<file path="src/inc/ictp_regs.svh">
// Timing constants for the isolated transceiver protection block.
// Assumes a 20 MHz core clock; included by bare name.
`ifndef ICTP_REGS_SVH
`define ICTP_REGS_SVH

// ----------------------------------------------------------------
// Clock and timing
// ----------------------------------------------------------------
`define ICTP_CLK_HZ            20000000
`define ICTP_DTO_PERIOD_US     2000
// Longest dominant time rounds down to whole cycles
`define ICTP_DTO_CYCLES        ((`ICTP_DTO_PERIOD_US * (`ICTP_CLK_HZ / 1000000)))

`endif

</file>
<file path="src/inc/ictp_pkg.sv">
// Types for the isolated transceiver protection block.
// Assumes nothing beyond a SystemVerilog compiler.
`default_nettype none

package ictp_pkg;

    typedef enum logic [0:0] {
        ICTP_PROTECTED,
        ICTP_NORMAL
    } ictp_mode_t;

    // Status flags gathered as one carrier
    typedef struct packed {
        logic normal;
        logic thermal;
        logic timeout;
    } ictp_status_t;

endpackage

`default_nettype wire

</file>
<file path="src/core/ictp_core.sv">
// Protection and mode control of an isolated CAN transceiver.
// Assumes digitised supply, thermal, short and bus-comparator pins; the
// analog stage turns the enables below into real line levels.
//
// Functional notes
// - A main-supply undervoltage puts the block in protected mode with bus and receive released.
// - A logic-supply undervoltage, when that supply is present, forces protected mode as well.
// - With all monitored supplies valid the block runs in normal mode, bus per input, receive per bus.
// - Over-temperature switches the bus driver off so the transmit input no longer reaches the bus.
// - In thermal shutdown the bus sits recessive while the receive path keeps working.
// - Thermal shutdown ends when the temperature falls to the lower recovery level.
// - After a current-limited short the driver resumes by itself once the short is gone.
// - A transmit input held dominant longer than the timeout disables the driver.
// - After a timeout the driver stays off until a rising edge on the transmit input or an entry into protected mode, which also clears the timeout.
// - In normal mode a low, not timed-out transmit input drives dominant outside thermal shutdown, otherwise recessive.
// - In normal mode receive is low while the bus is dominant and high otherwise.
`default_nettype none

`include "ictp_regs.svh"

module ictp_core #(
    parameter int          DTO_CYCLES   = `ICTP_DTO_CYCLES,
    parameter logic        HAS_LOGIC_SUPPLY = 1'b1
) (
    input  wire logic                   i_clk,
    input  wire logic                   i_reset,
    input  wire logic                   i_main_supply_ok,
    input  wire logic                   i_logic_supply_ok,
    input  wire logic                   i_temp_over_shutdown,
    input  wire logic                   i_temp_over_recovery,
    input  wire logic                   i_short_detect,
    input  wire logic                   i_txd,
    input  wire logic                   i_bus_dominant,
    output var  logic                   o_bus_drive_dominant,
    output var  logic                   o_bus_bias_en,
    output var  logic                   o_current_limit,
    output var  logic                   o_rxd,
    output var  logic                   o_rxd_oe,
    output var  ictp_pkg::ictp_status_t o_status
);

    localparam int CNT_W = $clog2(DTO_CYCLES + 1);

    // ----------------------------------------------------------------
    // Pin synchronisers
    // ----------------------------------------------------------------
    logic main_ok;
    logic logic_ok;
    logic hot_shut;
    logic hot_rec;
    logic short_s;
    logic txd_s;
    logic bus_dom;

    ictp_sync #(
        .RESET_VAL(1'b0)
    ) u_sync_main (
        .i_clk  (i_clk),
        .i_reset(i_reset),
        .i_pin  (i_main_supply_ok),
        .o_level(main_ok)
    );

    ictp_sync #(
        .RESET_VAL(1'b0)
    ) u_sync_logic (
        .i_clk  (i_clk),
        .i_reset(i_reset),
        .i_pin  (i_logic_supply_ok),
        .o_level(logic_ok)
    );

    ictp_sync #(
        .RESET_VAL(1'b0)
    ) u_sync_hot (
        .i_clk  (i_clk),
        .i_reset(i_reset),
        .i_pin  (i_temp_over_shutdown),
        .o_level(hot_shut)
    );

    ictp_sync #(
        .RESET_VAL(1'b0)
    ) u_sync_rec (
        .i_clk  (i_clk),
        .i_reset(i_reset),
        .i_pin  (i_temp_over_recovery),
        .o_level(hot_rec)
    );

    ictp_sync #(
        .RESET_VAL(1'b0)
    ) u_sync_short (
        .i_clk  (i_clk),
        .i_reset(i_reset),
        .i_pin  (i_short_detect),
        .o_level(short_s)
    );

    // Transmit idles high, so its synchroniser starts recessive and no false edge follows reset
    ictp_sync #(
        .RESET_VAL(1'b1)
    ) u_sync_txd (
        .i_clk  (i_clk),
        .i_reset(i_reset),
        .i_pin  (i_txd),
        .o_level(txd_s)
    );

    ictp_sync #(
        .RESET_VAL(1'b0)
    ) u_sync_bus (
        .i_clk  (i_clk),
        .i_reset(i_reset),
        .i_pin  (i_bus_dominant),
        .o_level(bus_dom)
    );

    // ----------------------------------------------------------------
    // State
    // ----------------------------------------------------------------
    typedef struct packed {
        ictp_pkg::ictp_mode_t mode;
        logic                 thermal;
        logic                 timeout;
        logic                 txd_prev;
        logic [CNT_W-1:0]     dom_cnt;
        logic                 drive;
        logic                 bias;
        logic                 climit;
        logic                 rxd;
        logic                 rxd_oe;
    } ictp_core_state_t;

    ictp_core_state_t state_reg;
    ictp_core_state_t state_next;

    logic supplies_ok;
    logic normal_next;
    logic drive_en;

    always_comb begin
        state_next  = state_reg;
        // A missing logic supply on the single-supply variant is not monitored
        supplies_ok = main_ok && (logic_ok || !HAS_LOGIC_SUPPLY);

        // ----------------------------------------------------------------
        // Mode
        // ----------------------------------------------------------------
        if (!supplies_ok) begin
            state_next.mode = ictp_pkg::ICTP_PROTECTED;
        end else begin
            state_next.mode = ictp_pkg::ICTP_NORMAL;
        end
        normal_next = (state_next.mode == ictp_pkg::ICTP_NORMAL);

        // ----------------------------------------------------------------
        // Thermal shutdown with hysteresis
        // ----------------------------------------------------------------
        if (hot_shut) begin
            state_next.thermal = 1'b1;
        end else if (!hot_rec) begin
            state_next.thermal = 1'b0;
        end

        // ----------------------------------------------------------------
        // Dominant timeout
        // ----------------------------------------------------------------
        state_next.txd_prev = txd_s;
        if (txd_s) begin
            state_next.dom_cnt = '0;
        end else if (state_reg.dom_cnt < CNT_W'(DTO_CYCLES)) begin
            state_next.dom_cnt = state_reg.dom_cnt + CNT_W'(1);
        end
        if (txd_s && !state_reg.txd_prev) begin
            state_next.timeout = 1'b0;
        end else if (!txd_s && state_reg.dom_cnt >= CNT_W'(DTO_CYCLES)) begin
            state_next.timeout = 1'b1;
        end
        if (!normal_next) begin
            state_next.timeout = 1'b0;
            state_next.dom_cnt = '0;
        end

        // ----------------------------------------------------------------
        // Outputs
        // ----------------------------------------------------------------
        drive_en = normal_next && !state_next.thermal && !state_next.timeout
                   && !txd_s;
        state_next.drive  = drive_en;
        // Bias to recessive whenever powered; released only when protected
        state_next.bias   = normal_next;
        // Limit tracks the short directly, so recovery needs no latch
        state_next.climit = drive_en && short_s;
        state_next.rxd_oe = normal_next;
        state_next.rxd    = normal_next ? !bus_dom : 1'b1;
    end

    always_ff @(posedge i_clk) begin
        if (i_reset) begin
            state_reg <= '{mode:     ictp_pkg::ICTP_PROTECTED,
                           thermal:  1'b0,
                           timeout:  1'b0,
                           txd_prev: 1'b1,
                           dom_cnt:  '0,
                           drive:    1'b0,
                           bias:     1'b0,
                           climit:   1'b0,
                           rxd:      1'b1,
                           rxd_oe:   1'b0};
        end else begin
            state_reg <= state_next;
        end
    end

    assign o_bus_drive_dominant = state_reg.drive;
    assign o_bus_bias_en        = state_reg.bias;
    assign o_current_limit      = state_reg.climit;
    assign o_rxd                = state_reg.rxd;
    assign o_rxd_oe             = state_reg.rxd_oe;
    assign o_status             = '{normal:  (state_reg.mode == ictp_pkg::ICTP_NORMAL),
                                    thermal: state_reg.thermal,
                                    timeout: state_reg.timeout};

endmodule

`default_nettype wire

</file>
<file path="src/core/ictp_sync.sv">
// Three-stage synchroniser with agreement filter for one pin input.
// Assumes the pin is asynchronous to i_clk.
`default_nettype none

module ictp_sync #(
    parameter logic RESET_VAL = 1'b0
) (
    input  wire logic i_clk,
    input  wire logic i_reset,
    input  wire logic i_pin,
    output var  logic o_level
);

    typedef struct packed {
        logic [2:0] stage;
        logic       level;
    } ictp_sync_state_t;

    ictp_sync_state_t state_reg;
    ictp_sync_state_t state_next;

    always_comb begin
        state_next       = state_reg;
        state_next.stage = {state_reg.stage[1:0], i_pin};
        // Only stages two and three are compared; stage one feeds stage two alone
        if (state_reg.stage[1] == state_reg.stage[2]) begin
            state_next.level = state_reg.stage[2];
        end
    end

    always_ff @(posedge i_clk) begin
        if (i_reset) begin
            state_reg <= '{stage: {3{RESET_VAL}}, level: RESET_VAL};
        end else begin
            state_reg <= state_next;
        end
    end

    assign o_level = state_reg.level;

endmodule

`default_nettype wire

</file>
<file path="config.mk">
export PLATFORM = sky130hd
export DESIGN_NAME = ictp_core
export DESIGN_NICKNAME = d
export VERILOG_FILES = /design/src/inc/ictp_pkg.sv /design/src/core/ictp_core.sv /design/src/core/ictp_sync.sv
export VERILOG_INCLUDE_DIRS = /design/src /design/src/inc
export SDC_FILE = /design/constraint.sdc
export NUM_CORES = 1
export LEC_CHECK = 0
export BUFFER_PORTS_ARGS = -buffer_cell sky130_fd_sc_hd__clkbuf_2
export CORE_MARGIN = 8
export CORE_UTILIZATION = 54
export CTS_BUF_LIST = sky130_fd_sc_hd__clkbuf_8
export DETAILED_ROUTE_END_ITERATION = 8
export GPL_TIMING_DRIVEN = 0
export PLACE_DENSITY_LB_ADDON = 0.25
export SETUP_SLACK_MARGIN = 0.4
export SYNTH_ARGS = -nofsm -noshare
export SYNTH_HDL_FRONTEND = slang
export SYNTH_SLANG_ARGS = --single-unit
export TNS_END_PERCENT = 10
</file>
<file path="constraint.sdc">
create_clock -name i_clk -period 1.7 [get_ports i_clk]
set_input_delay 0.51 -clock i_clk [delete_from_list [all_inputs] [get_ports i_clk]]
set_output_delay 0.51 -clock i_clk [all_outputs]
set_load 0.02 [all_outputs]
</file>
==> summary.txt <==
status = finished, violations left
violated checks = setup timing
DRT Wirelength = 3.55 mm
slowest CP cell = or4_4
IO Pins = 17
post-route insts no fill = 269
Fin. Hold Viols = 0
Crit Path Max Fanout = 5
vias = 1,475
# hold bufs at CTS = 0
Die H = 74.6 um
clock sinks = 51
core box area = 3310 sq um
initial core utilization = 0.560
worst hold path cell count = 2
Area Growth Syn to Fin = 23.3%
Cell Pwr Density = 848 nW/um^2
Setup Skew = 0.00542 ns
post-synth cell types = 34
R2R Path Start = state_reg[14]
commonest non-fill, non-tap cell in the layout = dfxtp_1
worst skew pair latency = 0.30 ns
critical-path cell list = or4_4 > o211a_4 > or4_1 > a21oi_2
ANT nets after route = 0
Post-Synthesis Cells = 195
CP required = 1.94 ns
RePlAce Congestion = 0.800
VDD IR max = 0.000709 V
Final Util = 0.690
Startpoint Class = flip-flop
n_diodes = 0
PnR worst setup slack = -0.137 ns
max-slew violations = 0
Hold WS = 0.385 ns
Yosys Warn Count = 0
max reg flops = 17
largest net degree at the start of global routing = 17
FF+latch count, synth = 51
Die Area = 5570 sq um
CTS H-tree depth = 2
Syn Area/Cell = 9.51 sq um
fin crit share = 1.08
grt total ovfl = 0
number of flops mapped to enable cells by yosys = 0
top_reg_cell synth = dfxtp_1
share of layout cells above drive strength 1 = 0.287
Power Total = 1.94 mW
first-pass GRT wire length = 6.18 mm
minimum clock period = 1.84 ns
Synth Cell Area = 1850 sq um
drt pass-1 iters = 4
LEAKAGE = 0.850 nW
CP Capture Point = state_reg[10]
worst r2r dst = state_reg[10]
fmax = 544 MHz
critical path depth = 4
CP max stage delay = 0.55 ns
total CTS buffers = 5
# Max-Cap Violations = 0
Crit Path Class = flip-flop to flip-flop
R2R depth = 4
filler instances = 286
Arr. time, crit path = 2.07 ns
Syn Nets = 206
# rows = 21
CTS root buffer = clkbuf_8
Critical path origin = state_reg[14]
DR iter-0 viols = 126
Worst-Margin Slew = 0.556 ns
Nets = 233
R2R Setup Slk = -0.14 ns
vias in the first global route = 1,431
Crit path buffers/inverters = 0
Vias/cell = 5.48
endpoints failing setup = 7
HP Class = input pin to flip-flop
Seq/Total Area, Yosys = 0.551
HPWL Detailed = 2.36 mm
IO buf count = 16
clock slew at reported path FFs = 0.09 ns
Wirelength per Cell = 13.2 um
total track usage = 0.144
CTS tree = built
total negative slack = -0.498 ns
die width = 74.6 um
Async S/R FF share, synth = 0
slew margin rel. = 0.629
commonest non-fill, non-tap cells in the layout = dfxtp_1, nand2_1, nor2b_1
placed cells = 257
# DRC = 0
crit-path leading delay family = simple AND/OR/NAND/NOR gates
Crit. End Element = flip-flop
CTS max path bufs = 2
antenna violations before repair = 0
RSZ-0062 raised after global routing = yes
==> what timing repair did <==
action / in CTS / in global routing
setup buffers: 3 / 0
endpoints found under the setup margin: 27 / 27
resized for setup: 40 / 11
cloned: 1 / 0
pin swaps: 7 / 5
==> synthesized netlist by cell type, drive strengths merged, types with 4 or more instances <==
master	instances	area, sq um
o21ai	10	50.1
or2	5	31.3
a21oi	17	85.1
nor2b	18	113
clkbuf	6	22.5
dfxtp	51	1020
or3	5	31.3
nand3	4	20.0
buf	5	35.0
inv	5	18.8
nor2	13	48.8
or4	5	37.5
nand2	20	75.1
==> worst reg2reg max path, cell delays in order (launching register included) <==
cell	delay [ns]
dfxtp_2	0.33
or4_4	0.55
o211a_4	0.27
or4_1	0.49
a21oi_2	0.13
==> power breakdown <==
| group | switching [mW] | internal, mW | leakage, nW |
|---|---|---|---|
| clock | 0.392 | 0.290 | 0.0483 |
| sequential | 0.00668 | 1.21 | 0.419 |
| combinational | 0.0172 | 0.0197 | 0.383 |
==> layout make-up <==
cell class	count	area, sq um	area share
buffer	11	85.1	0.0372
clock buffer	5	68.8	0.0301
clock inverter	3	18.8	0.00821
inverter	5	18.8	0.00821
multi-input combinational	129	847	0.371
sequential	51	1030	0.451
tap	46	57.6	0.0252
timing repair buffer	19	159	0.0695
==> routing by layer <==
metal | wire length [um] | up-vias | GRT usage
met3 | 208 | 17 | 0.0445
li1 | - | 728 | -
met2 | 1740 | 51 | 0.239
met5 | 0 | - | 0
met1 | 1460 | 679 | 0.158
met4 | 143 | 0 | 0.0870
==> through the flow <==
| step | instance area (sq um) | setup WS (ns) |
|---|---|---|
| after global placement | 1990 | -0.120 |
| after detailed placement | 1990 | -0.176 |
| after CTS | 2250 | -0.114 |
| final | 2290 | -0.137 |
| after floorplan | 1850 | -0.0504 |
| after global routing | 2290 | -0.173 |
==> cells by family (layout without fill, tap and decap cells) <==
family,Yosys count,count (layout),share of synthesized area
flip-flops,51,51,0.551
multiplexers,1,1,0.00540
AO/OA/AOI/OAI,40,41,0.138
AND/OR/NAND/NOR,82,82,0.238
XOR/XNOR,3,3,0.0142
buffers and inverters,16,43,0.0412
adder cells (fa/ha/maj),2,2,0.0135
==> worst min-delay path by stage <==
stage	start	end	slack, ns
global route	i_txd	u_sync_txd.state_next[2]	0.39
CTS	i_txd	u_sync_txd.state_next[2]	0.38
global placement	u_sync_bus.o_level	o_rxd	0.38
finish	i_txd	u_sync_txd.state_next[2]	0.38
floorplan	u_sync_bus.o_level	o_rxd	0.37
detailed placement	u_sync_bus.o_level	o_rxd	0.38
No activity file was read; power rests on OpenSTA's default activity.
